## src/pkg/tmc_defs.vh

```
// Purpose: Constants for the timer mode and control field block
// Assumes: Register offsets are byte addresses on a 32-bit register port
// Notes: Reserved bits read as zero
`ifndef TMC_DEFS_VH
`define TMC_DEFS_VH

`define TMC_ADDR_W 12
`define TMC_OFF_CFG 12'h000
`define TMC_OFF_AMODE 12'h004
`define TMC_OFF_BMODE 12'h008
`define TMC_OFF_CTL 12'h00c

`define TMC_CFG_MSB 2
`define TMC_MODE_MSB 3
`define TMC_MODE_FLD_MSB 1
`define TMC_CFG_32 3'h0
`define TMC_CFG_RTC 3'h1
`define TMC_CFG_16_BIT 2

`define TMC_MODE_RSVD 2'h0
`define TMC_MODE_ONESHOT 2'h1
`define TMC_MODE_PERIODIC 2'h2
`define TMC_MODE_CAPTURE 2'h3

`define TMC_EDGE_RISE 2'h0
`define TMC_EDGE_FALL 2'h1
`define TMC_EDGE_RSVD 2'h2
`define TMC_EDGE_BOTH 2'h3

`define TMC_CTL_MSB 11
`define TMC_CTL_EV_HI 11
`define TMC_CTL_EV_LO 10
`define TMC_CTL_STALL 9
`define TMC_CTL_BEN 8
`define TMC_CTL_PWMINV 6
`define TMC_CTL_TRIGEN 5
// Writable bits of the control register
`define TMC_CTL_MASK 12'hf60

`endif

```

## src/tmc_mode_decode.v

```verilog
// Purpose: Decode a two-bit sub-timer mode field into one-hot mode flags
// Assumes: Field and valid come from registered state on the same clock
// Notes: Reserved code yields no mode
`include "tmc_defs.vh"

module tmc_mode_decode (
  input wire [`TMC_MODE_FLD_MSB:0] mode_i,
  input wire valid_i,
  output wire oneshot_o,
  output wire periodic_o,
  output wire capture_o
);

  // RQ2: mode code decode
  assign oneshot_o = valid_i & (mode_i == `TMC_MODE_ONESHOT);
  assign periodic_o = valid_i & (mode_i == `TMC_MODE_PERIODIC);
  assign capture_o = valid_i & (mode_i == `TMC_MODE_CAPTURE);

endmodule // tmc_mode_decode

```

## src/tmc_ctrl.v

```verilog
// Purpose: Configuration, mode and control fields of a dual sub-timer
// Assumes: Register port on clock_i; debug halt and pwm/trigger pins from outside
// Notes: Counters themselves live elsewhere; this block steers them
//
// How it works
// RQ1: 32-bit pair ignores second mode register
// RQ2: Mode codes one-shot, periodic, capture
// RQ3: 16-bit uses second timer's own mode
// RQ4: Mode read per global width config
// RQ5: Capture edge select in bits 11:10
// RQ6: Stall bit freezes counting when halted
// RQ7: Stall ignored while running normally
// RQ8: Bit 8 enables second sub-timer
// RQ9: Bit 6 inverts first PWM output
// RQ10: Bit 5 gates converter trigger
// RQ11: Trigger offered as converter start source
// RQ12: Config 0 is 32-bit, 4-7 dual 16-bit
// RQ13: Halt input only gates stalled counting
//
// Strobed register access was decided locally.
`include "tmc_defs.vh"

module tmc_ctrl (
  input wire clock_i,
  input wire rstn_i,
  input wire [`TMC_ADDR_W-1:0] addr_i,
  input wire [31:0] wdata_i,
  input wire wr_i,
  input wire rd_i,
  output reg [31:0] rdata_o,
  input wire debug_halt_i,
  input wire first_pwm_i,
  input wire first_trigger_i,
  input wire second_capture_pin_i,
  output reg first_pwm_o,
  output reg converter_start_o,
  output reg second_count_en_o,
  output reg second_capture_en_o,
  output reg second_capture_event_o,
  output reg second_oneshot_o,
  output reg second_periodic_o,
  output reg pair_32bit_o
);

  // Pin count of the synchroniser vector and register select lines
  localparam PIN_N = 4;
  localparam SEL_CFG = 0;
  localparam SEL_AMODE = 1;
  localparam SEL_BMODE = 2;
  localparam SEL_CTL = 3;

  // Stored register words and their next values
  reg [`TMC_CFG_MSB:0] global_width_config_q;
  reg [`TMC_MODE_MSB:0] first_timer_mode_q;
  reg [`TMC_MODE_MSB:0] second_timer_mode_q;
  reg [`TMC_CTL_MSB:0] timer_control_q;
  reg [`TMC_CFG_MSB:0] global_width_config_d;
  reg [`TMC_MODE_MSB:0] first_timer_mode_d;
  reg [`TMC_MODE_MSB:0] second_timer_mode_d;
  reg [`TMC_CTL_MSB:0] timer_control_d;
  reg [31:0] rdata_d;

  // Capture pin history for edge detection
  reg cap_prev_q;

  // Next values of the registered outputs
  reg first_pwm_d;
  reg converter_start_d;
  reg second_count_en_d;
  reg second_capture_en_d;
  reg second_capture_event_d;
  reg second_oneshot_d;
  reg second_periodic_d;
  reg pair_32bit_d;

  wire [PIN_N-1:0] pin_raw;
  wire [PIN_N-1:0] pin_sync;
  wire halt_sync;
  wire pwm_sync;
  wire trig_sync;
  wire cap_sync;
  wire [3:0] sel;
  wire halted;
  wire is32;
  wire is16;
  wire [`TMC_MODE_FLD_MSB:0] second_timer_mode_field;
  wire [`TMC_MODE_FLD_MSB:0] eff_mode;
  wire eff_valid;
  wire dec_oneshot;
  wire dec_periodic;
  wire dec_capture;
  wire [1:0] second_capture_edge_select;
  wire second_debug_stall;
  wire second_timer_enable;
  wire first_pwm_invert;
  wire first_converter_trigger_enable;
  wire b_enable;
  wire b_run;
  wire rise;
  wire fall;
  wire edge_hit;

  // Address decode shared by the write and read paths
  function [3:0] reg_select;
    input [`TMC_ADDR_W-1:0] addr;
    begin
      case (addr)
        `TMC_OFF_CFG: reg_select = 4'h1;
        `TMC_OFF_AMODE: reg_select = 4'h2;
        `TMC_OFF_BMODE: reg_select = 4'h4;
        `TMC_OFF_CTL: reg_select = 4'h8;
        default: reg_select = 4'h0;
      endcase
    end
  endfunction

  // RQ12: 32-bit pair decode
  function cfg_is_pair32;
    input [`TMC_CFG_MSB:0] cfg;
    begin
      cfg_is_pair32 = (cfg == `TMC_CFG_32);
    end
  endfunction

  // RQ12: split 16-bit decode
  function cfg_is_split16;
    input [`TMC_CFG_MSB:0] cfg;
    begin
      cfg_is_split16 = cfg[`TMC_CFG_16_BIT];
    end
  endfunction

  // RQ5: edge select decode
  function edge_pick;
    input [1:0] mode;
    input rise_seen;
    input fall_seen;
    begin
      case (mode)
        `TMC_EDGE_RISE: edge_pick = rise_seen;
        `TMC_EDGE_FALL: edge_pick = fall_seen;
        `TMC_EDGE_BOTH: edge_pick = rise_seen | fall_seen;
        default: edge_pick = 1'b0;
      endcase
    end
  endfunction

  assign sel = reg_select(addr_i);

  // Next register words: a write replaces the masked field
  always @* begin
    global_width_config_d = global_width_config_q;
    first_timer_mode_d = first_timer_mode_q;
    second_timer_mode_d = second_timer_mode_q;
    timer_control_d = timer_control_q;
    if (wr_i) begin
      if (sel[SEL_CFG]) begin
        global_width_config_d = wdata_i[`TMC_CFG_MSB:0];
      end
      if (sel[SEL_AMODE]) begin
        first_timer_mode_d = wdata_i[`TMC_MODE_MSB:0];
      end
      if (sel[SEL_BMODE]) begin
        second_timer_mode_d = wdata_i[`TMC_MODE_MSB:0];
      end
      if (sel[SEL_CTL]) begin
        timer_control_d = wdata_i[`TMC_CTL_MSB:0] & `TMC_CTL_MASK;
      end
    end
  end

  // Register write path
  always @(posedge clock_i) begin
    if (!rstn_i) begin
      global_width_config_q <= `TMC_CFG_32;
      first_timer_mode_q <= {(`TMC_MODE_MSB+1){1'b0}};
      second_timer_mode_q <= {(`TMC_MODE_MSB+1){1'b0}};
      timer_control_q <= {(`TMC_CTL_MSB+1){1'b0}};
    end else begin
      global_width_config_q <= global_width_config_d;
      first_timer_mode_q <= first_timer_mode_d;
      second_timer_mode_q <= second_timer_mode_d;
      timer_control_q <= timer_control_d;
    end
  end

  // Read data for the cycle after the strobe; unmapped and idle read zero
  always @* begin
    rdata_d = 32'h0000_0000;
    if (rd_i) begin
      if (sel[SEL_CFG]) begin
        rdata_d = {29'h0, global_width_config_q};
      end
      if (sel[SEL_AMODE]) begin
        rdata_d = {28'h0, first_timer_mode_q};
      end
      if (sel[SEL_BMODE]) begin
        rdata_d = {28'h0, second_timer_mode_q};
      end
      if (sel[SEL_CTL]) begin
        rdata_d = {20'h0, timer_control_q};
      end
    end
  end

  always @(posedge clock_i) begin
    if (!rstn_i) begin
      rdata_o <= 32'h0000_0000;
    end else begin
      rdata_o <= rdata_d;
    end
  end

  // Two flip-flops per pin before any logic sees it
  assign pin_raw = {second_capture_pin_i, first_trigger_i, first_pwm_i, debug_halt_i};

  genvar gi;
  generate
    for (gi = 0; gi < PIN_N; gi = gi + 1) begin : g_sync
      reg meta_q;
      reg sync_q;
      always @(posedge clock_i) begin
        if (!rstn_i) begin
          meta_q <= 1'b0;
          sync_q <= 1'b0;
        end else begin
          meta_q <= pin_raw[gi];
          sync_q <= meta_q;
        end
      end
      assign pin_sync[gi] = sync_q;
    end
  endgenerate

  assign {cap_sync, trig_sync, pwm_sync, halt_sync} = pin_sync;
  assign halted = halt_sync;

  // Previous capture level, reset to the idle level of the pin
  always @(posedge clock_i) begin
    if (!rstn_i) begin
      cap_prev_q <= 1'b0;
    end else begin
      cap_prev_q <= cap_sync;
    end
  end

  // Named control fields
  assign second_timer_mode_field = second_timer_mode_q[`TMC_MODE_FLD_MSB:0];
  assign second_capture_edge_select = timer_control_q[`TMC_CTL_EV_HI:`TMC_CTL_EV_LO];
  assign second_debug_stall = timer_control_q[`TMC_CTL_STALL];
  assign second_timer_enable = timer_control_q[`TMC_CTL_BEN];
  assign first_pwm_invert = timer_control_q[`TMC_CTL_PWMINV];
  assign first_converter_trigger_enable = timer_control_q[`TMC_CTL_TRIGEN];

  // RQ12: width config decode
  assign is32 = cfg_is_pair32(global_width_config_q);
  assign is16 = cfg_is_split16(global_width_config_q);

  // RQ4: mode per config
  // RQ1: 32-bit uses first mode
  // RQ3: 16-bit own mode
  assign eff_mode = is32 ? first_timer_mode_q[`TMC_MODE_FLD_MSB:0] : second_timer_mode_field;
  // Configs other than 32-bit and split 16-bit leave no valid mode
  assign eff_valid = is32 | is16;

  tmc_mode_decode u_dec (
    .mode_i(eff_mode),
    .valid_i(eff_valid),
    .oneshot_o(dec_oneshot),
    .periodic_o(dec_periodic),
    .capture_o(dec_capture)
  );

  // RQ8: second timer enable
  assign b_enable = second_timer_enable & eff_valid;

  // RQ6: stall when halted
  // RQ7: ignored when running
  // RQ13: halt gates only
  assign b_run = b_enable & ~(second_debug_stall & halted);

  // RQ5: capture edge select
  assign rise = cap_sync & ~cap_prev_q;
  assign fall = ~cap_sync & cap_prev_q;
  assign edge_hit = edge_pick(second_capture_edge_select, rise, fall);

  // Next values of the outputs
  always @* begin
    // RQ9: pwm invert
    first_pwm_d = pwm_sync ^ first_pwm_invert;
    // RQ10: trigger gate
    // RQ11: converter start source
    converter_start_d = trig_sync & first_converter_trigger_enable;
    second_count_en_d = b_run & (dec_oneshot | dec_periodic);
    second_capture_en_d = b_run & dec_capture;
    second_capture_event_d = b_run & dec_capture & edge_hit;
    second_oneshot_d = dec_oneshot;
    second_periodic_d = dec_periodic;
    pair_32bit_d = is32;
  end

  // Registered outputs
  always @(posedge clock_i) begin
    if (!rstn_i) begin
      first_pwm_o <= 1'b0;
      converter_start_o <= 1'b0;
      second_count_en_o <= 1'b0;
      second_capture_en_o <= 1'b0;
      second_capture_event_o <= 1'b0;
      second_oneshot_o <= 1'b0;
      second_periodic_o <= 1'b0;
      pair_32bit_o <= 1'b1;
    end else begin
      first_pwm_o <= first_pwm_d;
      converter_start_o <= converter_start_d;
      second_count_en_o <= second_count_en_d;
      second_capture_en_o <= second_capture_en_d;
      second_capture_event_o <= second_capture_event_d;
      second_oneshot_o <= second_oneshot_d;
      second_periodic_o <= second_periodic_d;
      pair_32bit_o <= pair_32bit_d;
    end
  end

endmodule // tmc_ctrl

```

## config.mk

```make
export PLATFORM = sky130hd
export DESIGN_NAME = tmc_ctrl
export DESIGN_NICKNAME = d
export VERILOG_FILES = /design/src/tmc_mode_decode.v /design/src/tmc_ctrl.v
export VERILOG_INCLUDE_DIRS = /design/src /design/src/pkg
export SDC_FILE = /design/constraint.sdc
export NUM_CORES = 1
export LEC_CHECK = 0
export ABC_CLOCK_PERIOD_IN_PS = 1800
export BUFFER_PORTS_ARGS = -buffer_cell sky130_fd_sc_hd__buf_2
export CAP_MARGIN = 25
export CORE_AREA = 5 5 71 73
export DETAILED_ROUTE_END_ITERATION = 7
export DIE_AREA = 0 0 76 78
export PLACE_DENSITY = 0.88
export SETUP_SLACK_MARGIN = 0.15
export SYNTH_ARGS = -nofsm -noshare
export SYNTH_HDL_FRONTEND = slang
export SYNTH_SLANG_ARGS = --single-unit
```

## constraint.sdc

```tcl
create_clock -name clock_i -period 1.8 [get_ports clock_i]
set_input_delay 0.09 -clock clock_i [delete_from_list [all_inputs] [get_ports clock_i]]
set_output_delay 0.09 -clock clock_i [all_outputs]
set_load 0.05 [all_outputs]
```

==> flow_summary_export.csv <==
group,metric,value,unit
setup_path,critPathKind,"reg -> reg",
clock_network,clock-root-buffer,"clkbuf_8",
clock_network,cts_buffers,5,
clock_network,holdBufCountCts,3,
clock_network,clkLatencyLatePin,290,ps
floorplanning,num_rows,24,
clock_network,cts-htree-levels,2,
timing,max_freq,692,MHz
setup_path,startpoint_type,"register",
timing,setup_viol,0,
global_route,grt_overflow_total,0,
global_route,grt_pass1_wl,5.51,mm
setup_path,cp_max_fo,5,
floorplanning,core_area,4290,sq um
logic_synthesis,postSynthAreaPerCell,10.5,sq um
finish,multi_input_area,865,sq um
routing,wl_per_cell,11.5,um
clock_network,cts_resized,0,
power_and_ir_drop,p_leak,0.993,nW
status,status,"finished, final reports clean",
timing,tns,0,ps
logic_synthesis,synthFlopType,"dfxtp_1",
logic_synthesis,yosysSeqAreaShare,46.8,%
setup_path,cp-end-kind,"register",
logic_synthesis,yosys.area_share.simple,24.5,%
routing,num_vias,1260,
power_and_ir_drop,peakVddDrop,260,uV
setup_path,cp_num_cells,4,
floorplanning,fp.dieH,78,um
floorplanning,fp.dieArea,5930,sq um
logic_synthesis,syn_inst,180,
timing,rsz0062_at_grt,"false",
timing,layout_min_cycle_time,1450,ps
floorplanning,die_x,76,um
clock_network,postCtsSetupBuffers,0,
finish,syn2layout_area_growth,15.9,%
global_route,grt_use_total,11.2,%
logic_synthesis,synth_warnings,0,
global_route,antenna_found_initial,0,
hold_path,hold_path_class,"in -> reg",
setup_path,slowest_delay,360,ps
finish,regArea,881,sq um
global_route,grt_pass1_vias,1238,
routing,vias_per_cell,4.45,
setup_path,cp_top_family,"compound AO/OA/AOI/OAI gates",
clock_network,cts_sinks,44,
clock_network,cts.clk_slew.worst_paths,80,ps
logic_synthesis,synth_top_family_by_area,"simple AND/OR/NAND/NOR gates",
logic_synthesis,synth_xor_area_share,0.465,%
setup_path,cpMaxStageDelayCell,"dfxtp_1",
logic_synthesis,synth_edf_count,0,
logic_synthesis,async_reset_ff_share,0,%
setup_path,crit_buf_inv,0,
routing,firstDrtPassIters,4,
place,place_ws,335,ps
setup_path,crit_required,2040,ps
finish,n_fill_cell,396,
logic_synthesis,syn-cell-area,1880,sq um
routing,drtIter0Drc,50,
timing,period_share,80.3,%
place,gp_congestion,0.750,
global_route,grt_max_degree,34,
place,post-dp-hpwl,2.53,mm
logic_synthesis,muxShareOfSynthArea,11.7,%
place,port-buffer-count,47,
power_and_ir_drop,finalPower,1.74,mW
clock_network,cts_max_path_buffers,2,
logic_synthesis,yosys.cell_types.count,32,
floorplanning,start_util,43.9,%
routing,postRouteAntennaNets,0,
timing,fin_ws,354,ps
setup_path,rr_worst_depth,4,
finish,nets,285,
logic_synthesis,ys_ff_latch,44,
flow_run,maxCapViolations,0,
power_and_ir_drop,powerDensity,796,nW/um^2
routing,wirelength,3.25,mm
floorplanning,ios,92,
hold_path,min_path_cells,2,
timing,hold_viol,0,
finish,drive_gt1_share,27.3,%
routing,drc_errors,0,
setup_path,crit_path_cell_trace,"nor3_2 -> mux2i_1 -> o211a_1 -> o221a_2",
logic_synthesis,synthAdderAreaFrac,1.33,%
timing,maxSlewViolCount,0,
clock_network,cts_tree,"done",
timing,skew,4.84,ps
logic_synthesis,synth_compound_area_share,3.52,%
setup_path,cp.arrival,1680,ps
finish,num_antenna_cells,0,
through the flow:
step	instance area, sq um	instances	util, %	hold WS (ps)
6_report	2180	283	50.8	5.10
5_1_grt	2180	283	50.8	4.48
4_1_cts	2180	283	50.8	0.0854
3_5_place_dp	2070	273	48.3	301
3_3_place_gp	2070	273	48.3	297
2_1_floorplan	1960	201	-	217
flip-flops by register name, summed over array words and instances, names as in the netlist:
name                    flops
g_sync.meta_q               4
first_timer_mode_q          4
second_timer_mode_q         4
global_width_config_q       3
timer_control_q             6
second_periodic_o           1
first_pwm_o                 1
g_sync.sync_q               3
second_capture_event_o      1
rdata_o                    10
converter_start_o           1
second_count_en_o           1
second_capture_en_o         1
second_oneshot_o            1
pair_32bit_o                1
cap_sync                    1
cap_prev_q                  1
power breakdown:
part           internal (mW)  leakage (nW)  total [mW]  switching (mW)
Sequential             0.982         0.356       0.985         0.00266
Clock                  0.262        0.0400       0.562           0.300
Combinational         0.0487         0.596       0.192           0.143
Yosys cell counts, types with 3 or more instances:
cell / count / share of area [%]
and2_1: 18 / 6.0
clkbuf_1: 3 / 0.60
nand4_1: 3 / 1.0
dfxtp_1: 44 / 47
nor2b_1: 19 / 6.3
nand3b_1: 3 / 1.2
buf_4: 23 / 9.2
inv_1: 3 / 0.60
a21oi_1: 5 / 1.3
mux2i_1: 22 / 12
nor2_1: 9 / 1.8
routing by layer:
metal  up-vias  GRT usage [%]  share of wire, %
met5         -              0                 0
met4         0           3.74               1.4
met3         6           4.51               8.5
met2        41           18.4                48
met1       561           13.2                42
li1        652              -                 -
cells in the final DEF, fill, tap and decap left out, drive strengths merged:
| cell | netlist | final |
|---|---|---|
| mux2i | 22 | 22 |
| nor3 | 1 | 1 |
| nand2b | 1 | 1 |
| nor4b | 1 | 1 |
| nand2 | 2 | 2 |
| clkinv | 0 | 1 |
| conb | 1 | 22 |
| and3b | 2 | 2 |
| a21oi | 5 | 5 |
| buf | 26 | 49 |
| clkbuf | 3 | 5 |
| inv | 3 | 3 |
| clkinvlp | 0 | 1 |
| nand4 | 3 | 3 |
| nor3b | 2 | 2 |
| ha | 2 | 2 |
| and3 | 2 | 2 |
| and4 | 2 | 2 |
| nor2b | 19 | 19 |
| o211a | 1 | 1 |
| o221a | 1 | 1 |
| o21ai | 1 | 1 |
| a21boi | 1 | 1 |
| nor4 | 2 | 2 |
| and2 | 18 | 18 |
| xor2 | 1 | 1 |
| dfxtp | 44 | 44 |
| nor2 | 10 | 10 |
| nand3b | 3 | 3 |
| a22oi | 1 | 1 |
| dlygate4sd3 | 0 | 3 |
cell type report:
cell class,instances,share of cell area (%)
flip-flops and latches,44,40.3
repair buffers,52,12.8
clock inverters,2,0.573
clock buffers,5,3.15
multi-input cells,125,39.6
inverters,3,0.516
well taps,52,2.98
final timing paths:
| check | start | endpoint | slack, ps |
|---|---|---|---|
| hold / removal | second_capture_pin_i | g_sync[3].meta_q | 5 |
| setup reg to reg | global_width_config_q[0] | second_count_en_o | 350 |
| setup / recovery | global_width_config_q[0] | second_count_en_o | 350 |
| hold reg to reg | g_sync[0].meta_q | g_sync[0].sync_q | 440 |
cell families (layout without fill, tap and decap cells):
family | after synthesis | count (layout)
XOR/XNOR | 1 | 1
AO/OA/AOI/OAI | 10 | 10
buffers and inverters | 32 | 62
adder cells (fa/ha/maj) | 2 | 2
flip-flops | 44 | 44
AND/OR/NAND/NOR | 68 | 68
other | 1 | 22
multiplexers | 22 | 22
Power figures use the tool's default switching activity.
